--- config.mk ---
export PLATFORM = sky130hd
export DESIGN_NAME = ssync_slave
export DESIGN_NICKNAME = d
export VERILOG_FILES = /design/src/hw/ssync_pkg.sv /design/src/hw/ssync_slave.sv
export SDC_FILE = /design/constraint.sdc
export NUM_CORES = 1
export LEC_CHECK = 0
export ABC_AREA = 1
export BUFFER_PORTS_ARGS = -buffer_cell sky130_fd_sc_hd__buf_2
export CAP_MARGIN = 20
export CORE_MARGIN = 10
export CORE_UTILIZATION = 52
export CTS_CLUSTER_DIAMETER = 120
export DETAILED_ROUTE_END_ITERATION = 10
export PLACE_DENSITY = 0.77
export RECOVER_POWER = 100
export SLEW_MARGIN = 15
export SYNTH_ARGS = -nofsm -noshare
export SYNTH_HDL_FRONTEND = slang
export SYNTH_SLANG_ARGS = --single-unit
--- constraint.sdc ---
create_clock -name clk -period 2.5 [get_ports clk]
set_input_delay 0.125 -clock clk [delete_from_list [all_inputs] [get_ports clk]]
set_output_delay 0.125 -clock clk [all_outputs]
set_load 0.05 [all_outputs]
--- src/hw/ssync_pkg.sv ---
// Purpose: Constants for the synchronous slave serial port.
// Assumes: 32-bit APB, one register per aligned word.
// Notes:   Field positions follow the control register layout.
package ssync_pkg;

  // ************************************************
  // Register byte addresses
  // ************************************************
  localparam logic [7:0] A_TSC  = 8'h00;
  localparam logic [7:0] A_RSC  = 8'h04;
  localparam logic [7:0] A_BAUD = 8'h08;
  localparam logic [7:0] A_INTC = 8'h0C;
  localparam logic [7:0] A_PIE  = 8'h10;
  localparam logic [7:0] A_PIR  = 8'h14;
  localparam logic [7:0] A_RCV  = 8'h18;
  localparam logic [7:0] A_THR  = 8'h1C;
  localparam logic [7:0] A_APS  = 8'h20;

  // ************************************************
  // Field positions and writable masks
  // ************************************************
  localparam int B_CLOCK_SOURCE_MASTER_SELECT  = 7;
  localparam int B_TXEN  = 5;
  localparam int B_SYNC  = 4;
  localparam int B_TRMT  = 1;
  localparam int B_SERIAL_PORT_ENABLE  = 7;
  localparam int B_SINGLE_RECEIVE_ENABLE  = 5;
  localparam int B_CONTINUOUS_RECEIVE_ENABLE  = 4;
  localparam int B_OERR  = 1;
  localparam int B_RCIDL = 6;
  localparam int B_SCKP  = 4;
  localparam int B_GIE   = 7;
  localparam int B_PERIPHERAL_IRQ_ENABLE  = 6;
  localparam int B_RCI   = 5;
  localparam int B_TXI   = 4;
  localparam int B_RXSEL = 7;
  localparam int B_CKSEL = 2;
  localparam logic [7:0] M_TSC  = 8'hB0;
  localparam logic [7:0] M_RSC  = 8'hB0;
  localparam logic [7:0] M_BAUD = 8'h10;
  localparam logic [7:0] M_INTC = 8'hC0;
  localparam logic [7:0] M_PIE  = 8'h30;
  localparam logic [7:0] M_APS  = 8'h84;
  localparam logic [7:0] R_ZERO = 8'h00;

  // Interrupt vector taken after a serial wake
  localparam logic [11:0] IRQ_VECTOR = 12'h004;

  // Transmit sequencer states, Gray coded
  typedef enum logic [1:0] {
    SS_TX_IDLE  = 2'b00,
    SS_TX_SHIFT = 2'b01
  } ssync_tx_t;

endpackage : ssync_pkg

--- src/hw/ssync_slave.sv ---
// Purpose: Synchronous slave serial port that keeps shifting in sleep.
// Assumes: Shift clock and data arrive from an external master.
// Notes:   Pin inputs pass two flip-flops before use.
module ssync_slave
  import ssync_pkg::*;
#(
  parameter int unsigned WORD_BITS = 8
) (
  input  wire logic        clk,
  input  wire logic        rst,
  input  wire logic        psel,
  input  wire logic        penable,
  input  wire logic        pwrite,
  input  wire logic [7:0]  paddr,
  input  wire logic [31:0] pwdata,
  output logic      [31:0] prdata,
  output logic             pready,
  output logic             pslverr,
  input  wire logic        sleep_active,
  input  wire logic        ck_pin_a_i,
  input  wire logic        ck_pin_b_i,
  input  wire logic        dt_pin_a_i,
  input  wire logic        dt_pin_b_i,
  output logic             dt_pin_a_o,
  output logic             dt_pin_a_oe_n,
  output logic             dt_pin_b_o,
  output logic             dt_pin_b_oe_n,
  output logic             wake_req,
  output logic             vector_req,
  output logic      [11:0] vector_addr
);

  localparam int CW = $clog2(WORD_BITS + 1);
  localparam logic [CW-1:0] LAST = CW'(WORD_BITS - 1);

  // ************************************************
  // Register bus
  // ************************************************
  logic [7:0]  tsc_q, tsc_d, rsc_q, rsc_d;
  logic [7:0]  baud_q, baud_d, intc_q, intc_d;
  logic [7:0]  pie_q, pie_d, aps_q, aps_d;
  logic [31:0] prdata_q, prdata_d;
  logic        pready_q, pready_d;
  logic        pslverr_q, pslverr_d;
  logic        acc, wr, rd_rcv, wr_thr, hit;
  logic [7:0]  rdv;
  logic        receive_flag_q, transmit_flag_q, oerr_q, rx_idle;
  logic        trmt;
  logic [WORD_BITS-1:0] rcv_q;

  // Access phase completes on the cycle after setup
  assign acc    = psel & penable & pready_q;
  assign wr     = acc & pwrite;
  assign rd_rcv = acc & ~pwrite & (paddr == A_RCV);
  assign wr_thr = wr & (paddr == A_THR);

  // Read mux and address decode
  always_comb begin
    hit = 1'b1;
    rdv = R_ZERO;
    unique case (paddr)
      A_TSC:  rdv = tsc_q | {6'h00, trmt, 1'b0};
      A_RSC:  rdv = rsc_q | {6'h00, oerr_q, 1'b0};
      A_BAUD: rdv = baud_q | {1'b0, rx_idle, 6'h00};
      A_INTC: rdv = intc_q;
      A_PIE:  rdv = pie_q;
      A_PIR:  rdv = {2'h0, receive_flag_q, transmit_flag_q, 4'h0};
      A_RCV:  rdv = 8'(rcv_q);
      A_THR:  rdv = R_ZERO;
      A_APS:  rdv = aps_q;
      default: hit = 1'b0;
    endcase
  end

  // Next values for bus answer and writable fields
  always_comb begin
    tsc_d     = tsc_q;
    rsc_d     = rsc_q;
    baud_d    = baud_q;
    intc_d    = intc_q;
    pie_d     = pie_q;
    aps_d     = aps_q;
    pready_d  = psel & ~penable;
    prdata_d  = prdata_q;
    pslverr_d = 1'b0;
    if (psel & ~penable) begin
      prdata_d  = pwrite ? 32'h0000_0000 : {24'h00_0000, rdv};
      pslverr_d = ~hit;
    end
    if (wr) begin
      unique case (paddr)
        A_TSC:  tsc_d  = pwdata[7:0] & M_TSC;
        A_RSC:  rsc_d  = pwdata[7:0] & M_RSC;
        A_BAUD: baud_d = pwdata[7:0] & M_BAUD;
        A_INTC: intc_d = pwdata[7:0] & M_INTC;
        A_PIE:  pie_d  = pwdata[7:0] & M_PIE;
        A_APS:  aps_d  = pwdata[7:0] & M_APS;
        default: ;
      endcase
    end
  end

  always_ff @(posedge clk or posedge rst) begin
    if (rst) begin
      tsc_q     <= R_ZERO;
      rsc_q     <= R_ZERO;
      baud_q    <= R_ZERO;
      intc_q    <= R_ZERO;
      pie_q     <= R_ZERO;
      aps_q     <= R_ZERO;
      prdata_q  <= 32'h0000_0000;
      pready_q  <= 1'b0;
      pslverr_q <= 1'b0;
    end else begin
      tsc_q     <= tsc_d;
      rsc_q     <= rsc_d;
      baud_q    <= baud_d;
      intc_q    <= intc_d;
      pie_q     <= pie_d;
      aps_q     <= aps_d;
      prdata_q  <= prdata_d;
      pready_q  <= pready_d;
      pslverr_q <= pslverr_d;
    end
  end

  assign prdata  = prdata_q;
  assign pready  = pready_q;
  assign pslverr = pslverr_q;

  // ************************************************
  // Mode decode and pin synchronisers
  // ************************************************
  logic slave, tx_dir, rx_en, tx_go;
  logic ck_raw, dt_raw;
  logic [1:0] ck_s_q, ck_s_d, dt_s_q, dt_s_d;
  logic ck_d_q, ck_d_d;
  logic smp_edge, drv_edge, ck_eff, ck_prev;

  // Only the external clock can run the shifters, so
  // every non-slave mode is simply idle here
  assign slave = tsc_q[B_SYNC] & ~tsc_q[B_CLOCK_SOURCE_MASTER_SELECT] &
                 rsc_q[B_SERIAL_PORT_ENABLE];
  assign tx_dir = ~rsc_q[B_SINGLE_RECEIVE_ENABLE] & ~rsc_q[B_CONTINUOUS_RECEIVE_ENABLE];
  assign rx_en  = slave & ~tx_dir;
  assign tx_go  = slave & tx_dir & tsc_q[B_TXEN];

  // Pin position picked before the synchroniser
  assign ck_raw = aps_q[B_CKSEL] ? ck_pin_b_i
                                 : ck_pin_a_i;
  assign dt_raw = aps_q[B_RXSEL] ? dt_pin_b_i
                                 : dt_pin_a_i;

  always_comb begin
    ck_s_d = {ck_s_q[0], ck_raw};
    dt_s_d = {dt_s_q[0], dt_raw};
    ck_d_d = ck_s_q[1];
  end

  always_ff @(posedge clk or posedge rst) begin
    if (rst) begin
      ck_s_q <= 2'b00;
      dt_s_q <= 2'b00;
      ck_d_q <= 1'b0;
    end else begin
      ck_s_q <= ck_s_d;
      dt_s_q <= dt_s_d;
      ck_d_q <= ck_d_d;
    end
  end

  // Polarity bit flips which edge samples and which drives
  assign ck_eff   = ck_s_q[1] ^ baud_q[B_SCKP];
  assign ck_prev  = ck_d_q ^ baud_q[B_SCKP];
  assign smp_edge = ck_eff & ~ck_prev;
  assign drv_edge = ~ck_eff & ck_prev;

  // ************************************************
  // Transmit path
  // ************************************************
  ssync_tx_t tx_st_q, tx_st_d;
  logic [WORD_BITS-1:0] tsr_q, tsr_d, thr_q, thr_d;
  logic [CW-1:0] tcnt_q, tcnt_d;
  logic hold_q, hold_d, transmit_flag_d, tx_done;
  logic dt_o_q, dt_o_d, oe_a_q, oe_a_d, oe_b_q, oe_b_d;

  assign tx_done = (tx_st_q == SS_TX_SHIFT) & drv_edge &
                   (tcnt_q == LAST);
  assign trmt = (tx_st_q == SS_TX_IDLE);

  // Shifter, holding buffer and the flag that mirrors it
  always_comb begin
    tx_st_d = tx_st_q;
    tsr_d   = tsr_q;
    thr_d   = thr_q;
    tcnt_d  = tcnt_q;
    hold_d  = hold_q;
    unique case (tx_st_q)
      SS_TX_IDLE: begin
        if (tx_go & hold_q) begin
          tsr_d   = thr_q;
          hold_d  = 1'b0;
          tcnt_d  = '0;
          tx_st_d = SS_TX_SHIFT;
        end
      end
      SS_TX_SHIFT: begin
        if (~tx_go) begin
          tx_st_d = SS_TX_IDLE;
        end else if (tx_done & hold_q) begin
          tsr_d  = thr_q;
          hold_d = 1'b0;
          tcnt_d = '0;
        end else if (tx_done) begin
          tx_st_d = SS_TX_IDLE;
        end else if (drv_edge) begin
          tsr_d  = tsr_q >> 1;
          tcnt_d = tcnt_q + CW'(1);
        end
      end
    endcase
    // A fresh write goes straight in when the shifter is free
    if (wr_thr) begin
      if (tx_st_d == SS_TX_IDLE && !hold_d && tx_go) begin
        tsr_d   = pwdata[WORD_BITS-1:0];
        tcnt_d  = '0;
        tx_st_d = SS_TX_SHIFT;
      end else begin
        thr_d  = pwdata[WORD_BITS-1:0];
        hold_d = 1'b1;
      end
    end
    transmit_flag_d = ~hold_d;
    dt_o_d = tsr_d[0];
    oe_a_d = ~(tx_go & ~aps_q[B_RXSEL]);
    oe_b_d = ~(tx_go & aps_q[B_RXSEL]);
  end

  always_ff @(posedge clk or posedge rst) begin
    if (rst) begin
      tx_st_q <= SS_TX_IDLE;
      tsr_q   <= '0;
      thr_q   <= '0;
      tcnt_q  <= '0;
      hold_q  <= 1'b0;
      transmit_flag_q  <= 1'b1;
      dt_o_q  <= 1'b0;
      oe_a_q  <= 1'b1;
      oe_b_q  <= 1'b1;
    end else begin
      tx_st_q <= tx_st_d;
      tsr_q   <= tsr_d;
      thr_q   <= thr_d;
      tcnt_q  <= tcnt_d;
      hold_q  <= hold_d;
      transmit_flag_q  <= transmit_flag_d;
      dt_o_q  <= dt_o_d;
      oe_a_q  <= oe_a_d;
      oe_b_q  <= oe_b_d;
    end
  end

  assign dt_pin_a_o    = dt_o_q;
  assign dt_pin_b_o    = dt_o_q;
  assign dt_pin_a_oe_n = oe_a_q;
  assign dt_pin_b_oe_n = oe_b_q;

  // ************************************************
  // Receive path
  // ************************************************
  logic [WORD_BITS-1:0] rsr_q, rsr_d, rcv_d, rsr_nx;
  logic [CW-1:0] rcnt_q, rcnt_d;
  logic receive_flag_d, oerr_d, rx_word;

  assign rsr_nx  = {dt_s_q[1], rsr_q[WORD_BITS-1:1]};
  assign rx_word = rx_en & smp_edge & (rcnt_q == LAST);
  assign rx_idle = (rcnt_q == '0);

  // New word beats a same-cycle read so no flag is lost
  always_comb begin
    rsr_d  = rsr_q;
    rcnt_d = rcnt_q;
    rcv_d  = rcv_q;
    receive_flag_d = receive_flag_q & ~rd_rcv;
    oerr_d = oerr_q & rsc_q[B_CONTINUOUS_RECEIVE_ENABLE] & rsc_q[B_SERIAL_PORT_ENABLE];
    if (!rx_en) begin
      rcnt_d = '0;
    end else if (smp_edge) begin
      rsr_d  = rsr_nx;
      rcnt_d = rx_word ? '0 : rcnt_q + CW'(1);
    end
    if (rx_word) begin
      if (receive_flag_q & ~rd_rcv) begin
        oerr_d = 1'b1; // older word kept on overrun
      end else begin
        rcv_d  = rsr_nx;
        receive_flag_d = 1'b1;
      end
    end
  end

  always_ff @(posedge clk or posedge rst) begin
    if (rst) begin
      rsr_q  <= '0;
      rcnt_q <= '0;
      rcv_q  <= '0;
      receive_flag_q <= 1'b0;
      oerr_q <= 1'b0;
    end else begin
      rsr_q  <= rsr_d;
      rcnt_q <= rcnt_d;
      rcv_q  <= rcv_d;
      receive_flag_q <= receive_flag_d;
      oerr_q <= oerr_d;
    end
  end

  // ************************************************
  // Wake and vector request
  // ************************************************
  logic wake_q, wake_d, vreq_q, vreq_d, ev;
  logic [11:0] vadr_q, vadr_d;

  // Both flags share the peripheral enable gate
  assign ev = intc_q[B_PERIPHERAL_IRQ_ENABLE] &
              ((receive_flag_q & pie_q[B_RCI]) |
               (transmit_flag_q & pie_q[B_TXI]));

  always_comb begin
    wake_d = sleep_active & ev;
    vreq_d = ev & intc_q[B_GIE];
    vadr_d = vreq_d ? IRQ_VECTOR : 12'h000;
  end

  always_ff @(posedge clk or posedge rst) begin
    if (rst) begin
      wake_q <= 1'b0;
      vreq_q <= 1'b0;
      vadr_q <= 12'h000;
    end else begin
      wake_q <= wake_d;
      vreq_q <= vreq_d;
      vadr_q <= vadr_d;
    end
  end

  assign wake_req    = wake_q;
  assign vector_req  = vreq_q;
  assign vector_addr = vadr_q;
endmodule : ssync_slave

==> summary.txt, run 1 <==
Synth
  • Cell variety after synth: 35
  • Count of flip-flops with a built-in enable after synthesis: 0
  • FF+latch count, synth: 77
  • Area contributors post-synth: dfrtp_1 43%, nand2_1 17%, inv_1 7.3%
  • Ys async rst share: 1.00
  • Most frequent cell after synthesis: nand2_1
  • YS warnings: 0
  • Commonest cells post-synth: 191 x nand2_1, 84 x inv_1, 74 x dfrtp_1, 37 x buf_4, 36 x o21ai_0
  • Yosys top cell area share: 0.430
  • Sequential-to-total area share from yosys stat: 0.449
  • Synthesized area: 4300 um^2
  • Synthesized netlist cell count: 570
  • Syn avg cell area: 7.55 um^2
  • Synth area leader: dfrtp_1
  • Top FF cell, synth: dfrtp_1

Placement
  • Number of buffers added on ports: 42
  • Placed Cells: 714
  • Dpl ws: 0.471 ns
  • Dpl hpwl: 7530 um
  • GPL Wtd Cong: 0.923

Route
  • Routed WL: 10300 um
  • DR iter-0 viols: 322
  • Drc violations: 0
  • Antenna-violating nets left: 0
  • Drt pass-1 iters: 6
  • Via density: 5.11
  • Total number of vias: 3790
  • DR WL/cell: 13.9 um

Floorplanning
  • Die area: 12300 um^2
  • Starting Density: 0.529
  • Die Width: 111 um
  • Row cnt: 33
  • Die Ht: 111 um
  • Area of the core: 8130 um^2
  • I/O pin cnt: 102

Worst setup path
  • Critical Setup Path Class: reg2reg
  • CP delay by family, top: simple AND/OR/NAND/NOR gates
  • Arrival time at the worst endpoint: 2.44 ns
  • CP Launch Type: flop
  • Cells along the critical path: inv_1 > nand2_1 > nand2_1 > nor2_1 > nand2_2 > nor3_2 > nand2_2 > o21ai_0
  • Crit-path slowest cell: dfrtp_1
  • CP Capture Type: flop
  • Worst Path Buf+Inv: 1
  • Crit-path max FO: 18
  • CP peak stage delay: 0.46 ns
  • Worst EP required: 2.77 ns

Clock network
  • Clock Tree Root: clkbuf_8
  • Worst-path clk slew: 0.08 ns
  • CTS max path bufs: 2
  • Worst skew pair latency: 0.35 ns
  • CTS tree: built
  • Post-CTS sizing: 0
  • Htree depth: 3
  • Clk sinks: 77
  • CTS Buf Count: 9

Finish
  • Layout area overhead: 11.0%
  • Antenna cells: 0
  • Non-filler cells, final: 741
  • Fill cell count: 755
  • Layout cells sized above 1: 0.108
  • Nets: 684

Timing
  • Setup_tns: 0 ns
  • Slew Limit Fails: 0
  • RSZ-0062 raised after global routing: false
  • Fmax: 460 MHz
  • Final min period: 2.17 ns
  • Final hold vios: 0
  • Setup ws final: 0.326 ns
  • Fin crit share: 0.870
  • Final setup vio count: 0
  • Worst Tran Pin Value: 1.09 ns
  • Worst Clk Skew: 0.00691 ns
  • Slew margin rel.: 0.270

Outcome
  • Run status: finished, final reports clean

Global route
  • Global-route wire length before repair: 17300 um
  • Total gr overflow: 0
  • Number of global-route vias before repair: 3664
  • Largest net degree at the start of global routing: 32
  • Antenna violations before repair: 0
  • GRT Util Overall: 0.165

Power and ir drop
  • Clock power share: 0.418
  • Peak supply drop: 0.000230 V
  • Flop pwr share: 0.488
  • Leak Pwr: 2.47 nW
  • Switching Fraction: 0.258
  • Combinational group share of total power: 0.094
  • Power per cell area: 539 nW/um^2
  • Cell-internal power: 0.00191 W
  • NetSw: 0.000665 W

Run
  • Max Cap Viol: 0

Min path
  • Worst Hold Class: in2reg
[metal layers]
| layer | vias up | track usage | wire, um |
|---|---|---|---|
| met5 | - | 0 | 0 |
| met2 | 145 | 0.244 | 4600 |
| met3 | 21 | 0.0492 | 879 |
| met4 | 0 | 0.0616 | 187 |
| li1 | 1834 | - | - |
| met1 | 1790 | 0.220 | 4640 |
[layout by cell type (no fill, tap or decap), types with 2 or more instances in the layout]
master,Yosys,layout
inv_1,84,86
clkbuf_1,1,20
o22ai_1,7,7
nor2_2,3,2
conb_1,1,35
nand3_2,8,7
a31oi_1,2,2
dfstp_2,3,3
nand4_1,4,4
dlygate4sd3_1,0,11
nand2_2,6,5
nand3_1,33,34
inv_2,4,2
nor2_1,25,26
clkbuf_8,0,11
clkbuf_2,0,2
bufinv_16,0,2
o21ai_0,36,51
nor3_1,4,4
a21oi_1,7,7
a22oi_1,5,5
nand2_1,191,193
nor2_4,4,4
ha_1,3,3
dfrtp_1,74,74
buf_2,1,24
[sequential cells by signal, indices dropped and copies added (netlist names), 2 cells and up]
signal	cells
tsr_q	8
tx_st_q	2
ck_s_q	2
rsc_q	3
prdata	8
rcnt_q	4
thr_q	8
rsr_q	7
aps_q	2
tcnt_q	4
tsc_q	3
rcv_q	8
pie_q	2
dt_s_q	2
intc_q	2
[path summary, 6_finish.rpt]
path | from | slack [ns] | to | depth (start not counted)
max | baud_q[4] | 0.33 | rcv_q[2] | 8
min | pwdata[6] | 0.006 | thr_q[6] | 3
max reg2reg | baud_q[4] | 0.33 | rcv_q[2] | 8
max in group asynchronous | rst | 0.61 | pready | 4
min reg2reg | ck_s_q[0] | 0.36 | ck_s_q[1] | 0
min in group asynchronous | rst | 0.58 | aps_q[7] | 3
[metrics by stage]
| stage | area, um^2 | total power [W] | hold slack [ns] | utilization |
|---|---|---|---|---|
| floorplan | 4430 | 0.00150 | 0.231 | - |
| global placement | 4490 | 0.00151 | 0.225 | 0.552 |
| detailed placement | 4490 | 0.00151 | 0.240 | 0.552 |
| CTS | 4830 | 0.00259 | 0.00513 | 0.594 |
| global route | 4780 | 0.00267 | 0.0234 | 0.587 |
| finish | 4780 | 0.00258 | 0.00570 | 0.587 |
[final cells by class]
class	count	area, um^2	area share
tap	105	131	0.0275
sequential	77	1930	0.404
clock buffer	13	159	0.0333
timing repair buffer	57	319	0.0668
clock inverter	3	67.6	0.0141
multi-input combinational	398	1840	0.385
inverter	88	330	0.0691
[power by group through the flow]
stage,sequential (W),clock [W],combinational [W]
floorplan,0.00129,0,0.000215
global placement,0.00128,0,0.000224
detailed placement,0.00128,0,0.000228
CTS,0.00126,0.00109,0.000242
global route,0.00126,0.00115,0.000261
finish,0.00126,0.00108,0.000241
[worst min-delay path, delay by kind of cell]
family / cells / cell delay [ns]
buffers and inverters: 1 / 0.09
AO/OA/AOI/OAI: 1 / 0.06
AND/OR/NAND/NOR: 1 / 0.04
[kinds of logic (layout without fill, tap and decap cells)]
kind of cell               after synthesis  after routing  share of synthesized area
and+or+nand+nor                        281            281                      0.286
buffers and inverters                  129            161                      0.149
AOI/OAI and AO/OA                       79             79                      0.107
DFF                                     77             77                      0.449
adders and majority gates                3              3                    0.00872
other                                    1             35                   0.000872
[timing repair]
item / 4_1_cts / 5_1_grt
endpoints found under the hold margin: 34 / 0
setup buffers: 0 / 0
hold buffers: 11 / 0
(Power assumes the default switching activity.)
==> run 2: changes to the inputs <==
CORE_UTILIZATION = 54   (was 52)
PLACE_DENSITY = 0.79   (was 0.77)
==> run 2 against run 1 <==
Against the previous run:
- the flow now finishes with violations (hold timing)
- combinational power about the same
- clock skew shrank 0.00083 ns
- largest cell class unchanged
- count of clock-buffer cells in the layout fell by 1
- largest power group unchanged
- worst hold slack got worse by 0.0092 ns
- critical path type unchanged
==> summary.txt, run 2 (synthesized netlist as in run 1, its figures left out) <==
Clock network
  • CTS tree: built
  • Post-CTS sizing: 0 (unchanged)
  • Clk sinks: 77 (unchanged)
  • CTS Buf Count: 9 (unchanged)
  • Worst skew pair latency: 0.35 ns (about the same)
  • Htree depth: 3 (unchanged)
  • CTS max path bufs: 2 (unchanged)
  • Clock Tree Root: clkbuf_8
  • Worst-path clk slew: 0.08 ns (about the same)

Global route
  • Largest net degree at the start of global routing: 31 (-3.1%)
  • Global-route wire length before repair: 16300 um (-5.5%)
  • GRT Util Overall: 0.169 (+0.00456)
  • Total gr overflow: 0 (unchanged)
  • Number of global-route vias before repair: 3462 (-5.5%)
  • Antenna violations before repair: 0 (unchanged)

Floorplanning
  • Die area: 11900 um^2 (-3.0%)
  • Row cnt: 32 (-3.0%)
  • Starting Density: 0.557 (+0.0278)
  • Area of the core: 7730 um^2 (-5.0%)
  • I/O pin cnt: 102 (unchanged)
  • Die Width: 109 um (-1.5%)
  • Die Ht: 109 um (-1.5%)

Timing
  • Slew margin rel.: 0.248 (-0.0215)
  • Final setup vio count: 0 (unchanged)
  • Setup ws final: 0.374 ns (+0.0483 ns)
  • Final hold vios: 1 (+1)
  • Final min period: 2.13 ns (-0.0483 ns)
  • Fin crit share: 0.850 (-0.0193)
  • Setup_tns: 0 ns (unchanged)
  • Worst Clk Skew: 0.00608 ns (-0.000828 ns)
  • RSZ-0062 raised after global routing: false
  • Hold_ws: -0.00346 ns (-0.00916 ns)
  • Slew Limit Fails: 0 (unchanged)
  • Worst Tran Pin Value: 1.13 ns (+0.0322 ns)
  • Fmax: 470 MHz (+2.3%)

Route
  • Total number of vias: 3743 (-1.2%)
  • Via density: 5.09 (-0.57%)
  • DR iter-0 viols: 319 (-0.93%)
  • Antenna-violating nets left: 0 (unchanged)
  • DR WL/cell: 13.7 um (-1.4%)
  • Drt pass-1 iters: 5 (-1)
  • Drc violations: 0 (unchanged)
  • Routed WL: 10100 um (-2.0%)

Power and ir drop
  • Leak Pwr: 2.46 nW (-0.39%)
  • Power per cell area: 529 nW/um^2 (-1.9%)
  • Peak supply drop: 0.000264 V (+15%)

Min path
  • Hold Path Origin: pwdata[5]
  • Worst Hold Class: in2reg

Placement
  • Number of buffers added on ports: 42 (unchanged)
  • Placed Cells: 711 (-0.42%)
  • Dpl hpwl: 7580 um (+0.73%)
  • DP Area: 4490 um^2 (about the same)
  • GPL Wtd Cong: 0.902 (-2.2%)
  • Dpl ws: 0.461 ns (-0.0106 ns)

Worst setup path
  • Critical Setup Path Class: reg2reg
  • Crit-path most repeated cell: nand2_1
  • RR Startpoint: rsc_q[5]
  • Worst EP required: 2.76 ns (about the same)
  • CP peak stage delay: 0.43 ns (-0.03 ns)
  • Arrival time at the worst endpoint: 2.39 ns (-0.05 ns)
  • CP delay by family, top: simple AND/OR/NAND/NOR gates
  • CP Capture Type: flop
  • CP Launch Type: flop
  • Crit-path max FO: 10 (-8)
  • Worst Path Buf+Inv: 2 (+1)
  • CP Launch Point: rsc_q[5]
  • Crit-path slowest cell: dfrtp_1
  • Cells along the critical path: nor2_4 > nand2_1 > nor2_4 > nand2_1 > nor2_2 > inv_1 > nand2_1 > inv_1 > nand2_1 > nand3_1 > o21ai_0

Outcome
  • Failing checks: hold timing
  • Run status: finished, violations left

Finish
  • Antenna cells: 0 (unchanged)
  • Layout cells sized above 1: 0.117 (+0.00823)
  • Final Cell Area: 4750 um^2 (-0.50%)
  • Nets: 682 (-0.29%)
  • Layout area overhead: 10.5%
  • Commonest non-fill, non-tap cells in the layout: 193 x nand2_1, 86 x inv_1, 74 x dfrtp_1
  • Commonest non-fill, non-tap cell in the layout: nand2_1
  • Non-filler cells, final: 736 (-0.67%)

Run
  • Max Cap Viol: 0 (unchanged)
run 2: layout make-up:
class / instances / area, um^2
Fill cell: 669 / 2970
Sequential cell: 77 / 1930
Multi-Input combinational cell: 398 / 1850
Inverter: 88 / 330
Timing Repair Buffer: 55 / 298
Clock buffer: 12 / 165
Tap cell: 102 / 128
Clock inverter: 4 / 53.8
run 2: where the power goes:
part           internal [W]  total (W)  switching (W)
logic             0.0000382   0.000238       0.000200
registers           0.00125    0.00126     0.00000522
clock network      0.000547    0.00102       0.000472
run 2: worst min-delay path: stages:
cell and delay [ns]:
buf_2 0.09, nand2_1 0.04, o21ai_0 0.06
run 2: stage by stage:
step                utilization  total power, W  hold WS (ns)
floorplan                     -         0.00150         0.231
global placement          0.581         0.00151         0.231
detailed placement        0.581         0.00151         0.240
CTS                       0.621         0.00252       0.00312
global route              0.615         0.00260        0.0101
finish                    0.615         0.00251      -0.00346
run 2: worst paths after layout:
kind                              to  slack [ns]  cells after the start
setup / recovery            tsr_q[7]        0.37                     11
hold / removal              thr_q[5]      -0.003                      3
setup reg to reg            tsr_q[7]        0.37                     11
hold reg to reg            dt_s_q[1]        0.35                      0
max in group asynchronous  baud_q[4]        0.69                      4
min in group asynchronous   aps_q[7]        0.59                      3
run 2: what timing repair did:
| item | CTS | global route |
|---|---|---|
| hold endpoints to repair | 32 | 0 |
| buffers inserted | 0 | 0 |
| setup endpoints to repair | 0 | 0 |
| hold buffers | 9 | 0 |
run 2: per-layer routing:
layer / routed length (um) / GRT usage / part of all wire
met2: 4520 / 0.256 / 0.45
met1: 4490 / 0.236 / 0.44
met3: 956 / 0.0342 / 0.095
met5: 0 / 0 / 0
met4: 144 / 0.0595 / 0.014
